===== src/core/irq_pkg.sv =====
package irq_pkg;

  // ---------------------------------------------------------------
  // Register byte addresses
  // ---------------------------------------------------------------
  localparam logic [7:0] ADDR_INTERRUPT_CONTROL  = 8'h00;
  localparam logic [7:0] ADDR_PERIPH_IRQ_ENABLE  = 8'h04;
  localparam logic [7:0] ADDR_PERIPH_FLAG        = 8'h08;
  localparam logic [7:0] ADDR_PER_PIN_CHANGE_EN  = 8'h0C;
  localparam logic [7:0] ADDR_TIMER_COUNT        = 8'h10;

  // ---------------------------------------------------------------
  // Interrupt control field positions
  // ---------------------------------------------------------------
  localparam int BIT_GLOBAL_IRQ_ENABLE     = 7;
  localparam int BIT_PERIPH_GROUP_ENABLE   = 6;
  localparam int BIT_TIMER_OVF_IRQ_ENABLE  = 5;
  localparam int BIT_EXT_PIN_IRQ_ENABLE    = 4;
  localparam int BIT_PORT_CHANGE_IRQ_EN    = 3;
  localparam int BIT_TIMER_OVERFLOW_FLAG   = 2;
  localparam int BIT_EXT_PIN_FLAG          = 1;
  localparam int BIT_PORT_CHANGE_FLAG      = 0;

  // ---------------------------------------------------------------
  // Peripheral field positions
  // ---------------------------------------------------------------
  localparam int BIT_EEPROM_WRITE_DONE     = 7;
  localparam int BIT_CONVERTER_DONE        = 6;
  localparam int BIT_SERIAL_RX             = 5;
  localparam int BIT_COMPARATOR_TWO        = 4;
  localparam int BIT_COMPARATOR_ONE        = 3;
  localparam int BIT_OSC_FAIL              = 2;
  localparam int BIT_SERIAL_TX             = 1;
  localparam int BIT_TIMER_ONE_OVERFLOW    = 0;

  // ---------------------------------------------------------------
  // Reset values and widths
  // ---------------------------------------------------------------
  localparam logic [6:0] RESET_CONTROL_HIGH    = 7'h00;
  localparam logic [7:0] RESET_PERIPH_ENABLE   = 8'h00;
  localparam logic [7:0] RESET_PERIPH_FLAG     = 8'h00;
  localparam logic [5:0] RESET_PER_PIN_ENABLE  = 6'h00;
  localparam int         PORT_PINS             = 6;
  localparam int         SYNC_STAGES           = 3;

endpackage : irq_pkg


===== src/core/pin_sync.sv =====
`timescale 1ns/1ns
module pin_sync #(
  parameter int WIDTH = 1
) (
  // Clock and reset
  input  wire logic             clk,
  input  wire logic             rst,
  // Pin side
  input  wire logic [WIDTH-1:0] pin,
  // Filtered level and change pulse
  output logic      [WIDTH-1:0] level,
  output logic      [WIDTH-1:0] changed
);

  logic [WIDTH-1:0] stage_one;
  logic [WIDTH-1:0] stage_two;
  logic [WIDTH-1:0] stage_three;
  logic [WIDTH-1:0] agree;
  logic [WIDTH-1:0] next_level;
  logic             primed;

  // Zero width leaves nothing to filter
  if (WIDTH < 1) begin : g_width_check
    $error("pin_sync width must be positive");
  end

  // Level moves only when the last two stages agree
  assign agree      = ~(stage_two ^ stage_three);
  assign next_level = (agree & stage_three) | (~agree & level);

  always_ff @(posedge clk) begin
    stage_one   <= pin;
    stage_two   <= stage_one;
    stage_three <= stage_two;
    if (rst) begin
      level   <= '0;
      changed <= '0;
      primed  <= 1'b0;
    end else begin
      // First cycle after reset only learns the pin level
      primed  <= 1'b1;
      level   <= next_level;
      changed <= primed ? (next_level ^ level) : '0;
    end
  end

endmodule : pin_sync


===== src/core/sticky_flag.sv =====
`timescale 1ns/1ns
module sticky_flag (
  // Clock and reset
  input  wire logic clk,
  input  wire logic rst,
  input  wire logic rst_value,
  // Events
  input  wire logic set,
  input  wire logic clear,
  input  wire logic load,
  input  wire logic load_value,
  // State
  output logic      flag
);

  logic next_flag;

  // Set beats clear so a coincident event is never lost
  assign next_flag = set ? 1'b1 : (clear ? 1'b0 : (load ? load_value : flag));

  always_ff @(posedge clk) begin
    if (rst) begin
      flag <= rst_value;
    end else begin
      flag <= next_flag;
    end
  end

endmodule : sticky_flag


===== src/core/core_interrupt_enable_flag_logic.sv =====
// Summary of operation
// - Global enable passes unmasked interrupts to the core; cleared blocks all.
// - Peripheral group enable passes unmasked peripheral interrupts; cleared blocks them.
// - Timer overflow enable gates the timer overflow interrupt.
// - External pin enable gates the external edge interrupt.
// - Port change enable gates the port change interrupt.
// - Port change also needs the per-pin change enable for that pin.
// - Timer overflow flag sets on rollover, stays until software writes zero.
// - Timer count keeps its value across reset; software initialises it.
// - External pin flag sets on the pin event, stays until software clears.
// - Port change flag sets when any of six pins with its per-pin change enable set changes, sticky.
// - Flags set on their condition regardless of any enable, except port change, which needs the per-pin change enable.
// - Peripheral enable register holds eight source enables, one bit each.
// - No peripheral interrupt reaches the core without the group enable.
// - Reset clears control bits seven to one and all peripheral enables.
// - Peripheral flags mirror enable positions; oscillator fail is software cleared.
// - Receive flag clears on data read, transmit flag on data write.
`timescale 1ns/1ns
module core_interrupt_enable_flag_logic (
  // Clock and reset
  input  wire logic        CLOCK,
  input  wire logic        SYS_RST,
  // APB slave
  input  wire logic        PSEL,
  input  wire logic        PENABLE,
  input  wire logic        PWRITE,
  input  wire logic [7:0]  PADDR,
  input  wire logic [31:0] PWDATA,
  input  wire logic [3:0]  PSTRB,
  output logic      [31:0] PRDATA,
  output logic             PREADY,
  output logic             PSLVERR,
  // External pins
  input  wire logic        EXTERNAL_IRQ_PIN,
  input  wire logic        EXT_EDGE_RISING,
  input  wire logic [5:0]  FIRST_GPIO_PORT,
  // Timer and peripheral events, one-cycle pulses on CLOCK
  input  wire logic        TIMER_TICK,
  input  wire logic [7:0]  PERIPH_EVENT,
  input  wire logic        RX_DATA_READ,
  input  wire logic        TX_DATA_WRITE,
  // Request to the core
  output logic             IRQ_REQUEST
);

  // ---------------------------------------------------------------
  // Bus decode
  // ---------------------------------------------------------------
  wire access      = PSEL & PENABLE;
  wire wr_access   = access & PWRITE & PSTRB[0];
  wire sel_control = (PADDR == irq_pkg::ADDR_INTERRUPT_CONTROL);
  wire sel_penable = (PADDR == irq_pkg::ADDR_PERIPH_IRQ_ENABLE);
  wire sel_pflag   = (PADDR == irq_pkg::ADDR_PERIPH_FLAG);
  wire sel_pinen   = (PADDR == irq_pkg::ADDR_PER_PIN_CHANGE_EN);
  wire sel_timer   = (PADDR == irq_pkg::ADDR_TIMER_COUNT);
  wire mapped      = sel_control | sel_penable | sel_pflag | sel_pinen | sel_timer;
  wire wr_control  = wr_access & sel_control;
  wire wr_penable  = wr_access & sel_penable;
  wire wr_pflag    = wr_access & sel_pflag;
  wire wr_pinen    = wr_access & sel_pinen;
  wire wr_timer    = wr_access & sel_timer;
  wire [7:0] wbyte = PWDATA[7:0];

  assign PREADY  = 1'b1;
  assign PSLVERR = access & ~mapped;

  // ---------------------------------------------------------------
  // Registers
  // ---------------------------------------------------------------
  logic [6:2] control_high;
  logic [7:0] periph_enable;
  logic [5:0] per_pin_change_enable;
  logic [7:0] timer_count_register;
  logic [7:0] periph_flag;
  logic       port_change_flag;
  logic       timer_overflow_flag;
  logic       ext_pin_flag;
  logic [7:0] control;

  wire global_irq_enable         = control_high[irq_pkg::BIT_GLOBAL_IRQ_ENABLE - 1];
  wire periph_group_enable       = control_high[irq_pkg::BIT_PERIPH_GROUP_ENABLE - 1];
  wire timer_overflow_irq_enable = control_high[irq_pkg::BIT_TIMER_OVF_IRQ_ENABLE - 1];
  wire ext_pin_irq_enable        = control_high[irq_pkg::BIT_EXT_PIN_IRQ_ENABLE - 1];
  wire port_change_irq_enable    = control_high[irq_pkg::BIT_PORT_CHANGE_IRQ_EN - 1];

  assign control = {control_high[6:2], timer_overflow_flag, ext_pin_flag, port_change_flag};

  always_ff @(posedge CLOCK) begin
    if (SYS_RST) begin
      control_high[6:2]     <= irq_pkg::RESET_CONTROL_HIGH[6:2];
      periph_enable         <= irq_pkg::RESET_PERIPH_ENABLE;
      per_pin_change_enable <= irq_pkg::RESET_PER_PIN_ENABLE;
    end else begin
      if (wr_control) begin
        control_high[6:2] <= wbyte[7:3];
      end
      if (wr_penable) begin
        periph_enable <= wbyte;
      end
      if (wr_pinen) begin
        per_pin_change_enable <= wbyte[5:0];
      end
    end
  end

  // ---------------------------------------------------------------
  // Timer count
  // ---------------------------------------------------------------
  wire timer_rollover = TIMER_TICK & (timer_count_register == 8'hFF);

  always_ff @(posedge CLOCK) begin
    if (wr_timer) begin
      timer_count_register <= wbyte;
    end else if (TIMER_TICK) begin
      timer_count_register <= timer_count_register + 8'h01;
    end
  end

  // ---------------------------------------------------------------
  // Pin inputs
  // ---------------------------------------------------------------
  logic [6:0] pin_level;
  logic [6:0] pin_change;

  pin_sync #(.WIDTH(7)) u_pin_sync (
    .clk     (CLOCK),
    .rst     (SYS_RST),
    .pin     ({EXTERNAL_IRQ_PIN, FIRST_GPIO_PORT}),
    .level   (pin_level),
    .changed (pin_change)
  );

  wire ext_edge = pin_change[6] & (pin_level[6] == EXT_EDGE_RISING);
  wire port_change_event = |(pin_change[5:0] & per_pin_change_enable);

  // ---------------------------------------------------------------
  // Core flags
  // ---------------------------------------------------------------
  // sticky timer overflow flag
  sticky_flag u_timer_flag (
    .clk        (CLOCK),
    .rst        (SYS_RST),
    .rst_value  (1'b0),
    .set        (timer_rollover),
    .clear      (1'b0),
    .load       (wr_control),
    .load_value (wbyte[irq_pkg::BIT_TIMER_OVERFLOW_FLAG]),
    .flag       (timer_overflow_flag)
  );

  sticky_flag u_ext_flag (
    .clk        (CLOCK),
    .rst        (SYS_RST),
    .rst_value  (1'b0),
    .set        (ext_edge),
    .clear      (1'b0),
    .load       (wr_control),
    .load_value (wbyte[irq_pkg::BIT_EXT_PIN_FLAG]),
    .flag       (ext_pin_flag)
  );

  // sticky port change flag
  // Unknown at reset in silicon; held at zero here for defined state
  sticky_flag u_port_flag (
    .clk        (CLOCK),
    .rst        (SYS_RST),
    .rst_value  (1'b0),
    .set        (port_change_event),
    .clear      (1'b0),
    .load       (wr_control),
    .load_value (wbyte[irq_pkg::BIT_PORT_CHANGE_FLAG]),
    .flag       (port_change_flag)
  );

  // ---------------------------------------------------------------
  // Peripheral flags
  // ---------------------------------------------------------------
  // flags at enable positions
  sticky_flag u_eeprom_flag (
    .clk        (CLOCK),
    .rst        (SYS_RST),
    .rst_value  (irq_pkg::RESET_PERIPH_FLAG[irq_pkg::BIT_EEPROM_WRITE_DONE]),
    .set        (PERIPH_EVENT[irq_pkg::BIT_EEPROM_WRITE_DONE]),
    .clear      (1'b0),
    .load       (wr_pflag),
    .load_value (wbyte[irq_pkg::BIT_EEPROM_WRITE_DONE]),
    .flag       (periph_flag[irq_pkg::BIT_EEPROM_WRITE_DONE])
  );

  sticky_flag u_converter_flag (
    .clk        (CLOCK),
    .rst        (SYS_RST),
    .rst_value  (irq_pkg::RESET_PERIPH_FLAG[irq_pkg::BIT_CONVERTER_DONE]),
    .set        (PERIPH_EVENT[irq_pkg::BIT_CONVERTER_DONE]),
    .clear      (1'b0),
    .load       (wr_pflag),
    .load_value (wbyte[irq_pkg::BIT_CONVERTER_DONE]),
    .flag       (periph_flag[irq_pkg::BIT_CONVERTER_DONE])
  );

  // receive flag clears on read
  // Not loadable, so software cannot drop unread data
  sticky_flag u_rx_flag (
    .clk        (CLOCK),
    .rst        (SYS_RST),
    .rst_value  (irq_pkg::RESET_PERIPH_FLAG[irq_pkg::BIT_SERIAL_RX]),
    .set        (PERIPH_EVENT[irq_pkg::BIT_SERIAL_RX]),
    .clear      (RX_DATA_READ),
    .load       (1'b0),
    .load_value (1'b0),
    .flag       (periph_flag[irq_pkg::BIT_SERIAL_RX])
  );

  sticky_flag u_cmp_two_flag (
    .clk        (CLOCK),
    .rst        (SYS_RST),
    .rst_value  (irq_pkg::RESET_PERIPH_FLAG[irq_pkg::BIT_COMPARATOR_TWO]),
    .set        (PERIPH_EVENT[irq_pkg::BIT_COMPARATOR_TWO]),
    .clear      (1'b0),
    .load       (wr_pflag),
    .load_value (wbyte[irq_pkg::BIT_COMPARATOR_TWO]),
    .flag       (periph_flag[irq_pkg::BIT_COMPARATOR_TWO])
  );

  sticky_flag u_cmp_one_flag (
    .clk        (CLOCK),
    .rst        (SYS_RST),
    .rst_value  (irq_pkg::RESET_PERIPH_FLAG[irq_pkg::BIT_COMPARATOR_ONE]),
    .set        (PERIPH_EVENT[irq_pkg::BIT_COMPARATOR_ONE]),
    .clear      (1'b0),
    .load       (wr_pflag),
    .load_value (wbyte[irq_pkg::BIT_COMPARATOR_ONE]),
    .flag       (periph_flag[irq_pkg::BIT_COMPARATOR_ONE])
  );

  sticky_flag u_osc_flag (
    .clk        (CLOCK),
    .rst        (SYS_RST),
    .rst_value  (irq_pkg::RESET_PERIPH_FLAG[irq_pkg::BIT_OSC_FAIL]),
    .set        (PERIPH_EVENT[irq_pkg::BIT_OSC_FAIL]),
    .clear      (1'b0),
    .load       (wr_pflag),
    .load_value (wbyte[irq_pkg::BIT_OSC_FAIL]),
    .flag       (periph_flag[irq_pkg::BIT_OSC_FAIL])
  );

  sticky_flag u_tx_flag (
    .clk        (CLOCK),
    .rst        (SYS_RST),
    .rst_value  (irq_pkg::RESET_PERIPH_FLAG[irq_pkg::BIT_SERIAL_TX]),
    .set        (PERIPH_EVENT[irq_pkg::BIT_SERIAL_TX]),
    .clear      (TX_DATA_WRITE),
    .load       (1'b0),
    .load_value (1'b0),
    .flag       (periph_flag[irq_pkg::BIT_SERIAL_TX])
  );

  sticky_flag u_timer_one_flag (
    .clk        (CLOCK),
    .rst        (SYS_RST),
    .rst_value  (irq_pkg::RESET_PERIPH_FLAG[irq_pkg::BIT_TIMER_ONE_OVERFLOW]),
    .set        (PERIPH_EVENT[irq_pkg::BIT_TIMER_ONE_OVERFLOW]),
    .clear      (1'b0),
    .load       (wr_pflag),
    .load_value (wbyte[irq_pkg::BIT_TIMER_ONE_OVERFLOW]),
    .flag       (periph_flag[irq_pkg::BIT_TIMER_ONE_OVERFLOW])
  );

  // ---------------------------------------------------------------
  // Request combine
  // ---------------------------------------------------------------
  // flags above set without enable terms, except port change via per-pin change enables
  wire timer_pair = timer_overflow_irq_enable & timer_overflow_flag;
  wire ext_pair   = ext_pin_irq_enable & ext_pin_flag;
  wire port_pair  = port_change_irq_enable & port_change_flag;
  wire periph_req = periph_group_enable & |(periph_flag & periph_enable);
  wire next_irq   = global_irq_enable & (timer_pair | ext_pair | port_pair | periph_req);

  // ---------------------------------------------------------------
  // Outputs
  // ---------------------------------------------------------------
  wire [7:0] read_byte =
    sel_control ? control :
    sel_penable ? periph_enable :
    sel_pflag   ? periph_flag :
    sel_pinen   ? {2'b00, per_pin_change_enable} :
    sel_timer   ? timer_count_register : 8'h00;

  always_ff @(posedge CLOCK) begin
    if (SYS_RST) begin
      IRQ_REQUEST <= 1'b0;
      PRDATA      <= 32'h0000_0000;
    end else begin
      IRQ_REQUEST <= next_irq;
      // Read data is set up during the setup cycle, valid at access
      PRDATA      <= (PSEL & ~PENABLE & ~PWRITE) ? {24'h00_0000, read_byte} : PRDATA;
    end
  end

endmodule : core_interrupt_enable_flag_logic


===== config.mk =====
export PLATFORM = sky130hd
export DESIGN_NAME = core_interrupt_enable_flag_logic
export DESIGN_NICKNAME = d
export VERILOG_FILES = /design/src/core/irq_pkg.sv /design/src/core/pin_sync.sv /design/src/core/sticky_flag.sv /design/src/core/core_interrupt_enable_flag_logic.sv
export SDC_FILE = /design/constraint.sdc
export NUM_CORES = 1
export LEC_CHECK = 0
export ABC_AREA = 0
export BUFFER_PORTS_ARGS = -buffer_cell sky130_fd_sc_hd__buf_2
export CAP_MARGIN = 10
export CELL_PAD_IN_SITES_DETAIL_PLACEMENT = 1
export CELL_PAD_IN_SITES_GLOBAL_PLACEMENT = 2
export CORE_MARGIN = 2
export CORE_UTILIZATION = 34
export CTS_BUF_LIST = sky130_fd_sc_hd__clkbuf_2 sky130_fd_sc_hd__clkbuf_4 sky130_fd_sc_hd__clkbuf_8
export DETAILED_ROUTE_END_ITERATION = 7
export PLACE_DENSITY = 0.87
export RECOVER_POWER = 25
export SYNTH_ARGS = -nofsm -noshare
export SYNTH_HDL_FRONTEND = slang
export SYNTH_HIERARCHICAL = 1
export SYNTH_SLANG_ARGS = --single-unit

===== constraint.sdc =====
create_clock -name CLOCK -period 1.9 [get_ports CLOCK]
set_input_delay 0.38 -clock CLOCK [delete_from_list [all_inputs] [get_ports CLOCK]]
set_output_delay 0.38 -clock CLOCK [all_outputs]
set_load 0.005 [all_outputs]

---- After elaboration in Yosys (flattened, before gate mapping) ----
Cells that the tools add are included.
storage, ports and cells
  latch bits .............................. 0
  ROM bits ................................ 0
  output and inout bits ................... 35
  input port bits ......................... 68
  word-level logic and storage cells ...... 114
  memory bits (writable) .................. 0
  memories kept ........................... 0
  bits in registers ....................... 83
cells by class
  shifts and indexed selects .............. 0
  mux-type cells .......................... 30
  bitwise operators ....................... 38
  eq/ne operators ......................... 6
  reductions and logical operators ........ 16
  div/mod/pow operators ................... 0
  add/subtract/negate cells ............... 1
  $mul .................................... 0
  magnitude comparators ................... 0
operators by type and width
  cell                                                                   number
  8-bit two-way mux                                                      7
  2-bit nonzero test                                                     12
  1-bit two-way mux                                                      23
  1-bit AND                                                              18
  8-bit by 4-bit equality test with 1-bit output, second input constant  2
  7-bit AND                                                              2
  7-bit NOT                                                              2
  7-bit bitwise XOR                                                      2
  8-bit by 1-bit adder with 8-bit output, second input constant          1
  8-bit AND                                                              1
  8-bit by 3-bit equality test with 1-bit output, second input constant  1
  8-bit by 5-bit equality test with 1-bit output, second input constant  1
  8-bit equality test, second input constant                             1
  8-bit zero test                                                        1
  8-bit OR reduction                                                     1
  1-bit OR                                                               7
  7-bit OR                                                               1
  6-bit AND                                                              1
  6-bit OR reduction                                                     1
  1-bit NOT                                                              4
  2-bit OR reduction                                                     1
  1-bit equality test                                                    1

---- Logic depth before layout (Yosys ltp) ----
Gate-level depths: netlist of the first run.
  depth after elaboration ................. 7
  depth in mapped cells ................... 6

---- By module ----
Netlist of the first run, hierarchy kept.
by module, submodules not included
  module                            area an instance (µm²)  sequential area each (µm²)  cells each  instances
  core_interrupt_enable_flag_logic  2356.0                  800.8                       256         1
  pin_sync                          1012.2                  720.7                       81          1
  sticky_flag                       61.3                    30.0                        6           11

---- Least setup slack after synthesis of the first run ----
No wires, ideal clock.
  path type ............................... input to register
  from .................................... input port PADDR[1]
  to ...................................... register u_cmp_one_flag.flag (enable)
  arrival ................................. 1.472 ns
  buffers on the path ..................... 0
  data required time ...................... 1.609 ns
  setup time .............................. 0.291 ns
  cell stages on the path ................. 4
  slack ................................... 0.137 ns
  path through ............................ nor3_4 nand2_1 nor3_1 or4_1
on the way
  word-level cells in the longest chain between the ends .. 3
ends and longest elaborated chain
  element                                         RTL line                                text
  start, declared                                 core_interrupt_enable_flag_logic.sv:27  input wire logic [7:0] PADDR,
  8-bit by 4-bit equality test with 1-bit output  core_interrupt_enable_flag_logic.sv:53  wire sel_pflag = (PADDR == irq_pkg::ADDR_PERIPH_FLAG);
  1-bit AND                                       core_interrupt_enable_flag_logic.sv:59  wire wr_pflag = wr_access & sel_pflag;
  net wr_pflag                                    core_interrupt_enable_flag_logic.sv:59
  2-bit nonzero test (no source line)             -
  end signal, assigned                            sticky_flag.sv:23                       flag <= rst_value;
  end signal, assigned                            sticky_flag.sv:25                       flag <= next_flag;
  end, declared                                   sticky_flag.sv:13                       output logic flag
The timed path passes the listed nets, and every way through them passes these cells.
A chain may end at the register's enable or synchronous reset.

---- Final worst setup path of the first run ----
  from .................................... register timer_count_register[1]
  to ...................................... register u_timer_flag.flag (enable)
on the way
  word-level cells in the longest chain between the ends .. 3
ends and longest elaborated chain
  element                              RTL line                                 text
  start, declared                      core_interrupt_enable_flag_logic.sv:73   logic [7:0] timer_count_register;
  start signal, assigned               core_interrupt_enable_flag_logic.sv:113  timer_count_register <= wbyte;
  start signal, assigned               core_interrupt_enable_flag_logic.sv:115  timer_count_register <= timer_count_register + 8'h01;
  8-bit equality test                  core_interrupt_enable_flag_logic.sv:109  wire timer_rollover = TIMER_TICK & (timer_count_register == 8'hFF);
  1-bit AND                            core_interrupt_enable_flag_logic.sv:109
  net timer_rollover                   core_interrupt_enable_flag_logic.sv:109
  2-bit nonzero test (no source line)  -
  end signal, assigned                 sticky_flag.sv:23
  end signal, assigned                 sticky_flag.sv:25
  end, declared                        sticky_flag.sv:13
The timed path passes the listed nets, and every way through them passes these cells.

==> flow_metrics.py, run 1 <==
metrics = {
    "synthesis": {
        "syn_area_um2": 4040,
        "ys_warn_count": 6,
        "ys.flop_type": "dfxtp_1",
        "synth.most_common_cell": "dfxtp_1",
        "yosysTopAreaCellShare_pct": 31.7,
        "yosys-top-cells-count": "dfxtp_1 (64), nor2_1 (41), a21oi_1 (30)",
        "postSynthCellCount": 403,
        "synth_edf_count": 19,
        "synth_fa_ha_area_share_pct": 0.310,
        "async_flop_share_pct": 0,
        "synth-xor-area-share_pct": 1.52,
        "synth-seq-cells": 83,
        "synth-simple-area-share_pct": 23.8,
        "synth_compound_area_share_pct": 14.7,
        "synth_cell_types": 51,
        "synth_top_area_cell": "dfxtp_1",
        "ys_seq_area_share_pct": 45.8,
        "syn_area_per_cell_um2": 10.0,
        "synthMuxAreaShare_pct": 6.28,
        "synth_top_family_by_area": "simple AND/OR/NAND/NOR gates",
        "synth_area_leaders": "dfxtp_1 (32%), edfxtp_1 (14%), mux2i_1 (5.4%), buf_4 (4.6%), nor2_1 (3.8%)",
    },
    "route": {
        "drt-pass1-iter-count": 6,
        "drtAntennaViolNets": 0,
        "via_count": 3149,
        "wl_per_cell_um": 15.0,
        "drtIter0Drc": 144,
        "wl_um": 9790,
        "drc": 8,
        "drt-vias-per-instance": 4.84,
    },
    "pwr": {
        "p_int_mw": 2.57,
        "p_sw_mw": 1.03,
        "powerDensity_nw_per_um2": 757,
        "power_frac_seq_pct": 54.3,
        "ir_drop_uv": 527,
        "p_leak_nw": 2.03,
        "comb_power_share_pct": 9.9,
        "switching_share_pct": 28.5,
        "pwr-share-clk_pct": 35.9,
    },
    "sta": {
        "finalHoldViolCount": 0,
        "period_minus_slack_ns": 1.75,
        "period_share_pct": 92.4,
        "setup_slack_ns": 0.145,
        "fin_hold_ws_ns": 0.0889,
        "skew_ns": 0.0144,
        "setup_viol": 0,
        "fin_tns_setup_ns": 0,
        "final_max_slew_viol_count": 0,
        "slew_headroom_pct": 37.8,
        "rsz0062_at_grt": "false",
        "worst_pin_slew_ns": 0.933,
        "fmax_mhz": 570,
    },
    "clocking": {
        "cts_tree": "done",
        "post_cts_resize_count": 0,
        "clockBufferDepth": 2,
        "postCtsSetupBuffers": 0,
        "ctsHoldBuffers": 0,
        "clockRootBuffer": "clkbuf_8",
        "cts_max_level": 3,
        "clk_pin_slew_ns": 0.11,
        "insertion_delay_ns": 0.38,
        "cts_sinks": 83,
        "numCtsBuffers": 9,
    },
    "floorplan": {
        "die_w_um": 113,
        "die-height_um": 113,
        "ios": 103,
        "placeableCoreArea_um2": 11500,
        "rows": 39,
        "fp.dieArea_um2": 12800,
        "start_util_pct": 35.1,
    },
    "grt": {
        "grt_pass1_wl_um": 16100,
        "grt_overflow": 0,
        "antenna_found_initial": 0,
        "grt_pass1_vias": 3269,
        "grt_usage_pct": 16.2,
        "grt_max_degree": 50,
    },
    "worst_setup_path": {
        "crit_arrival_ns": 1.88,
        "crit_buf_inv": 0,
        "cpLargestDelayFamily": "simple AND/OR/NAND/NOR gates",
        "slowest_delay_ns": 0.52,
        "cp_max_fo": 5,
        "crit_required_ns": 2.02,
        "crit_slowest_cell": "or4_1",
        "critPathCaptureType": "flip-flop",
        "path_cells": "ha_1 > nand3_1 > nor2_1 > or4_1",
        "cp-start-kind": "flip-flop",
        "crit_type": "reg -> reg",
    },
    "status": {
        "status": "finished with violations",
        "violations": "design-rule violations",
    },
    "cells_and_area": {
        "nets": 572,
        "nFillCells": 1386,
        "postLayoutCoreUtil_pct": 41.3,
        "antenna_cells": 0,
        "drive_gt1_share_pct": 24.4,
        "area_delta_synth_final_pct": 17.8,
    },
    "place": {
        "place_hpwl_um": 7570,
        "routabilityCongestion": 0.813,
        "pre_cts_ws_ns": 0.0214,
        "io_buffer_count": 50,
    },
    "worst_hold_path": {
        "hold_path_class": "in -> reg",
    },
    "run": {
        "maxCapViolations": 0,
    },
}
state kept, by name (all words and copies together), names as in the netlist, 5 cells and up:
signal                  flops
per_pin_change_enable       6
periph_enable               8
u_pin_sync/stage_one        7
PRDATA                      8
u_pin_sync/changed          7
timer_count_register        8
u_pin_sync/level            7
u_pin_sync/stage_three      7
u_pin_sync/stage_two        7
control_high                5
routing by layer:
layer  wire, um  track usage, %  up-vias
met3        466            3.37       13
met5          0               0        -
met1       4240            19.1     1501
li1           -               -     1566
met2       4920            28.7       69
met4        164            6.26        0
power groups by stage:
stage / combinational, mW / sequential [mW] / clock [mW]
global placement: 0.340 / 1.99 / 0
finish: 0.356 / 1.95 / 1.29
CTS: 0.358 / 1.96 / 1.34
floorplan: 0.249 / 1.98 / 0
detailed placement: 0.357 / 2.00 / 0
global route: 0.402 / 1.97 / 1.41
through the flow:
stage / area, um^2 / instances / power, mW
global route: 4760 / 651 / 3.78
CTS: 4760 / 651 / 3.65
finish: 4760 / 651 / 3.60
global placement: 4560 / 635 / 2.33
detailed placement: 4560 / 635 / 2.35
floorplan: 4250 / 459 / 2.23
final timing paths:
path / startpoint / end / slack (ns) / cells after the start
hold / removal: FIRST_GPIO_PORT[3] / u_pin_sync/stage_one[3]$_DFF_P_ / 0.09 / 1
hold reg to reg: u_pin_sync/stage_one[5]$_DFF_P_ / u_pin_sync/stage_two[5]$_DFF_P_ / 0.33 / 0
setup / recovery: timer_count_register[1]$_DFFE_PP_ / u_timer_flag/flag$_DFFE_PP_ / 0.15 / 4
setup reg to reg: timer_count_register[1]$_DFFE_PP_ / u_timer_flag/flag$_DFFE_PP_ / 0.15 / 4
cell type report:
type / instances / area [um^2] / share of cell area, %
Clock inverter: 7 / 81.3 / 1.71
Sequential cell: 83 / 1850 / 38.9
Clock buffer: 9 / 124 / 2.60
Timing Repair Buffer: 72 / 412 / 8.65
Multi-Input combinational cell: 334 / 2100 / 44.2
Tap cell: 143 / 179 / 3.76
Inverter: 3 / 11.3 / 0.237
worst register-to-register path, cell delays in order, from the launching register on:
cell and delay [ns]:
edfxtp_1 0.47, ha_1 0.26, nand3_1 0.14, nor2_1 0.11
or4_1 0.52
cells in the final DEF, fill, tap and decap left out, types with 7 or more instances in the layout:
cell	count
dfxtp_1	64
a21oi_1	30
nand3b_1	7
nand2_1	22
buf_2	49
or4_1	11
clkbuf_8	9
conb_1	58
edfxtp_1	19
mux2i_1	22
buf_4	21
nand2b_2	12
nor2_1	41
or3b_1	8
a22oi_1	9
o21ai_0	17
nor2b_1	21
nand3_1	7
logic make-up (layout without fill, tap and decap cells):
logic type | count (synthesis) | count (layout)
compound gates | 89 | 89
xor+xnor | 7 | 7
mux | 25 | 25
fa+ha+maj | 1 | 1
other cells | 2 | 58
buf+inv | 42 | 91
flops | 83 | 83
simple gates | 154 | 154
Note: power is estimated with default switching activity, not from simulation.
==> run 2: changes to the inputs <==
--- a/config.mk
+++ b/config.mk
@@ -14,6 +14,7 @@
 export CORE_UTILIZATION = 34
 export CTS_BUF_LIST = sky130_fd_sc_hd__clkbuf_2 sky130_fd_sc_hd__clkbuf_4 sky130_fd_sc_hd__clkbuf_8
 export DETAILED_ROUTE_END_ITERATION = 7
+export HOLD_SLACK_MARGIN = 0.15
 export PLACE_DENSITY = 0.87
 export RECOVER_POWER = 25
 export SYNTH_ARGS = -nofsm -noshare
==> flow_metrics.py, run 2 (same netlist as run 1, synthesis figures left out) <==
metrics = {
    "status": {
        "status": "finished with violations",
        "violations": "design-rule violations",
    },
    "worst_setup_path": {
        "crit_required_ns": 2.02,
        "crit_arrival_ns": 1.87,
        "cp_max_fo": 5,
        "cp-start-kind": "flip-flop",
        "critPathCaptureType": "flip-flop",
        "crit_type": "reg -> reg",
    },
    "route": {
        "drc": 8,
        "drt-pass1-iter-count": 6,
        "drt-vias-per-instance": 4.83,
        "dr_wl_met2_um": 5040,
        "routed.top_layer": "met4",
        "wl_met1_um": 4210,
        "routed-wl-met3_um": 477,
        "wl_um": 9850,
        "drtIter0Drc": 140,
        "drtAntennaViolNets": 0,
        "via_count": 3175,
        "wl_per_cell_um": 15.0,
    },
    "grt": {
        "grt_max_degree": 50,
        "grt_pass1_vias": 3311,
        "antenna_found_initial": 0,
        "grt_pass1_wl_um": 16200,
        "grt_usage_pct": 16.3,
        "grt_overflow": 0,
    },
    "clocking": {
        "cts_tree": "done",
        "cts_max_level": 3,
        "post_cts_resize_count": 0,
        "postCtsSetupBuffers": 0,
        "cts_sinks": 83,
        "clockRootBuffer": "clkbuf_8",
        "clk_pin_slew_ns": 0.10,
        "clockBufferDepth": 2,
        "insertion_delay_ns": 0.37,
        "numCtsBuffers": 9,
        "ctsHoldBuffers": 7,
    },
    "sta": {
        "fin_tns_setup_ns": 0,
        "slew_headroom_pct": 37.8,
        "final_max_slew_viol_count": 0,
        "period_minus_slack_ns": 1.75,
        "period_share_pct": 92.1,
        "rsz0062_at_grt": "false",
        "setup_slack_ns": 0.151,
        "skew_ns": 0.0147,
        "fmax_mhz": 572,
        "finalHoldViolCount": 0,
        "setup_viol": 0,
        "worst_pin_slew_ns": 0.933,
    },
    "pwr": {
        "powerDensity_nw_per_um2": 746,
        "p_leak_nw": 2.06,
        "comb_power_share_pct": 10.2,
        "pwr-share-clk_pct": 35.6,
        "power_frac_seq_pct": 54.2,
        "p_int_mw": 2.58,
        "ir_drop_uv": 534,
        "p_sw_mw": 1.02,
        "switching_share_pct": 28.3,
    },
    "floorplan": {
        "placeableCoreArea_um2": 11500,
        "fp.dieArea_um2": 12800,
        "ios": 103,
        "die_w_um": 113,
        "start_util_pct": 35.1,
        "die-height_um": 113,
        "rows": 39,
    },
    "cells_and_area": {
        "final_common_cell": "dfxtp_1",
        "area_delta_synth_final_pct": 19.5,
        "drive_gt1_share_pct": 24.1,
        "nets": 579,
        "top_regs": "PRDATA x8, periph_enable x8, timer_count_register x8",
        "antenna_cells": 0,
        "layout_common_cells": "dfxtp_1 (64), conb_1 (58), buf_2 (49), nor2_1 (41), a21oi_1 (30)",
    },
    "place": {
        "routabilityCongestion": 0.813,
        "io_buffer_count": 50,
        "pre_cts_ws_ns": 0.0214,
        "place_hpwl_um": 7570,
    },
    "worst_hold_path": {
        "hold_path_class": "in -> reg",
    },
    "run": {
        "maxCapViolations": 0,
    },
}
run 2: cell types whose count changed in the layout (fill, tap and decap cells not counted):
| cell | previous run | this run |
|---|---|---|
| dlygate4sd3_1 | 0 | 7 |
run 2: power groups by stage:
| stage | registers, mW | logic, mW | clock network, mW |
|---|---|---|---|
| after floorplan | 1.98 | 0.249 | 0 |
| after global placement | 1.99 | 0.340 | 0 |
| after detailed placement | 2.00 | 0.357 | 0 |
| after CTS | 1.96 | 0.368 | 1.34 |
| after global routing | 1.97 | 0.413 | 1.41 |
| final | 1.95 | 0.367 | 1.29 |
run 2: worst paths after layout:
kind                                          start                               to  slack, ns  cells past startpoint
setup reg to reg  timer_count_register[1]$_DFFE_PP_      u_timer_flag/flag$_DFFE_PP_       0.15                      4
setup / recovery  timer_count_register[1]$_DFFE_PP_      u_timer_flag/flag$_DFFE_PP_       0.15                      4
hold / removal                         RX_DATA_READ         u_rx_flag/flag$_DFFE_PP_       0.31                      2
hold reg to reg     u_pin_sync/stage_one[5]$_DFF_P_  u_pin_sync/stage_two[5]$_DFF_P_       0.33                      0
run 2: worst max-delay path, cell delays in order, from the launching register on:
cell      delay (ns)
edfxtp_1        0.47
ha_1            0.26
nand3_1         0.14
nor2_1          0.11
or4_1           0.52
run 2: layout make-up:
cell class	instances	area, um^2
fill	1375	6690
multi-input combinational	334	2100
sequential	83	1850
timing repair buffer	79	482
tap	143	179
clock buffer	9	124
clock inverter	7	81.3
inverter	3	11.3
run 2: layer usage:
| layer | vias up | track usage (%) |
|---|---|---|
| li1 | 1582 | - |
| met5 | - | 0 |
| met2 | 70 | 29.1 |
| met3 | 8 | 3.37 |
| met4 | 0 | 6.26 |
| met1 | 1515 | 19.1 |
run 2: through the flow:
stage,hold slack [ns],util [%],total power [mW],cell area (um^2),instances
2_1_floorplan,0.310,-,2.23,4250,459
3_5_place_dp,0.313,39.6,2.35,4560,635
5_1_grt,0.306,41.9,3.79,4830,658
6_report,0.315,41.9,3.61,4830,658
3_3_place_gp,0.310,39.6,2.33,4560,635
4_1_cts,0.291,42.0,3.66,4830,658
==> run 3: changes to the inputs <==
--- a/config.mk
+++ b/config.mk
@@ -12,7 +12,7 @@
 export CELL_PAD_IN_SITES_GLOBAL_PLACEMENT = 2
 export CORE_MARGIN = 2
 export CORE_UTILIZATION = 34
-export CTS_BUF_LIST = sky130_fd_sc_hd__clkbuf_2 sky130_fd_sc_hd__clkbuf_4 sky130_fd_sc_hd__clkbuf_8
+export CTS_BUF_LIST = sky130_fd_sc_hd__clkbuf_8
 export DETAILED_ROUTE_END_ITERATION = 7
 export HOLD_SLACK_MARGIN = 0.15
 export PLACE_DENSITY = 0.87
@@ -21,3 +21,4 @@
 export SYNTH_HDL_FRONTEND = slang
 export SYNTH_HIERARCHICAL = 1
 export SYNTH_SLANG_ARGS = --single-unit
+export TNS_END_PERCENT = 1
==> constraint.sdc (replaced) <==
create_clock -name CLOCK -period 1.98 [get_ports CLOCK]
set_input_delay 0.396 -clock CLOCK [delete_from_list [all_inputs] [get_ports CLOCK]]
set_output_delay 0.396 -clock CLOCK [all_outputs]
set_load 0.005 [all_outputs]
==> flow_metrics.py, run 3 (same netlist as run 1, synthesis figures left out) <==
metrics = {
    "status": {
        "status": "finished with violations",
        "violations": "design-rule violations",
    },
    "sta": {
        "fin_tns_setup_ns": 0,
        "setup_viol": 0,
        "fmax_mhz": 556,
        "skew_ns": 0.0101,
        "period_share_pct": 90.8,
        "period_minus_slack_ns": 1.80,
        "rsz0062_at_grt": "false",
        "finalHoldViolCount": 0,
        "final_max_slew_viol_count": 0,
    },
    "floorplan": {
        "placeableCoreArea_um2": 11500,
        "die-height_um": 113,
        "start_util_pct": 35.1,
        "die_w_um": 113,
        "ios": 103,
        "fp.dieArea_um2": 12800,
        "rows": 39,
    },
    "worst_setup_path": {
        "crit_type": "reg -> reg",
        "critPathCaptureType": "flip-flop",
        "cp_max_fo": 5,
        "cp-start-kind": "flip-flop",
        "crit_slowest_cell": "or4_1",
        "crit_required_ns": 2.10,
        "path_cells": "ha_1 > nand3_1 > nor2_1 > or4_1",
        "slowest_delay_ns": 0.55,
        "crit_arrival_ns": 1.91,
    },
    "run": {
        "maxCapViolations": 0,
    },
    "route": {
        "drtAntennaViolNets": 0,
        "drc": 8,
        "wl_um": 10200,
        "drt-pass1-iter-count": 6,
        "drt-vias-per-instance": 4.89,
        "drtIter0Drc": 109,
        "via_count": 3196,
        "wl_per_cell_um": 15.7,
    },
    "place": {
        "io_buffer_count": 50,
        "routabilityCongestion": 0.816,
        "dpl_cell_area_um2": 4550,
        "place_hpwl_um": 7930,
    },
    "clocking": {
        "insertion_delay_ns": 0.37,
        "clockBufferDepth": 2,
        "cts_tree": "done",
        "ctsHoldBuffers": 7,
        "post_cts_resize_count": 0,
        "cts_max_level": 3,
        "numCtsBuffers": 9,
        "clk_pin_slew_ns": 0.10,
        "postCtsSetupBuffers": 0,
        "cts_sinks": 83,
        "clockRootBuffer": "clkbuf_8",
    },
    "cells_and_area": {
        "antenna_cells": 0,
        "nets": 574,
        "layout_common_cells": "dfxtp_1 (64), conb_1 (58), buf_2 (49), nor2_1 (41), a21oi_1 (30)",
        "top_regs": "PRDATA x8, periph_enable x8, timer_count_register x8",
        "stdcell_area_um2": 4810,
        "drive_gt1_share_pct": 23.1,
        "area_delta_synth_final_pct": 19.1,
        "postLayoutCoreUtil_pct": 41.8,
        "final_common_cell": "dfxtp_1",
    },
    "grt": {
        "grt_usage_pct": 16.6,
        "grt_pass1_vias": 3249,
        "grt_max_degree": 33,
        "grt_pass1_wl_um": 16500,
        "grt_overflow": 0,
        "antenna_found_initial": 0,
    },
    "pwr": {
        "powerDensity_nw_per_um2": 716,
        "p_leak_nw": 2.04,
        "ir_drop_uv": 496,
    },
    "worst_hold_path": {
        "hold_path_class": "in -> reg",
    },
}
## run 3: cell type report
type	count	area [um^2]
Clock buffer	9	124
Clock inverter	7	78.8
Fill cell	1341	6700
Inverter	3	11.3
Multi-Input combinational cell	334	2100
Sequential cell	83	1850
Tap cell	143	179
Timing Repair Buffer	74	468
## run 3: critical path: cells and delay by family (launching register included)
kind	cells	cell delay [ns]
simple gates	3	0.79
flops	1	0.48
fa+ha+maj	1	0.27
## run 3: per-stage QoR
step           hold slack, ns  power, mW  std cells  setup WS [ns]
2_1_floorplan           0.310       2.14        459          0.201
3_3_place_gp            0.311       2.23        630          0.136
3_5_place_dp            0.316       2.26        630         0.0764
4_1_cts                 0.309       3.49        653          0.177
5_1_grt                 0.311       3.62        653          0.124
6_report                0.331       3.45        653          0.182
## run 3: layer usage
metal  track usage (%)  share of wire [%]
met1              19.5                 43
met2              30.1                 52
met3              3.80                4.0
met4              5.12                1.3
met5                 0                  0
## run 3: power breakdown
part	switching [mW]	internal [mW]
sequential	0.0648	1.82
clock	0.720	0.498
combinational	0.191	0.153
total	0.976	2.47
## run 3: worst paths after layout
check	cells past startpoint	from	slack [ns]	endpoint
setup / recovery	4	timer_count_register[1]$_DFFE_PP_	0.18	u_timer_flag/flag$_DFFE_PP_
hold / removal	2	TX_DATA_WRITE	0.33	u_tx_flag/flag$_DFFE_PP_
setup reg to reg	4	timer_count_register[1]$_DFFE_PP_	0.18	u_timer_flag/flag$_DFFE_PP_
hold reg to reg	0	u_pin_sync/stage_one[5]$_DFF_P_	0.33	u_pin_sync/stage_two[5]$_DFF_P_
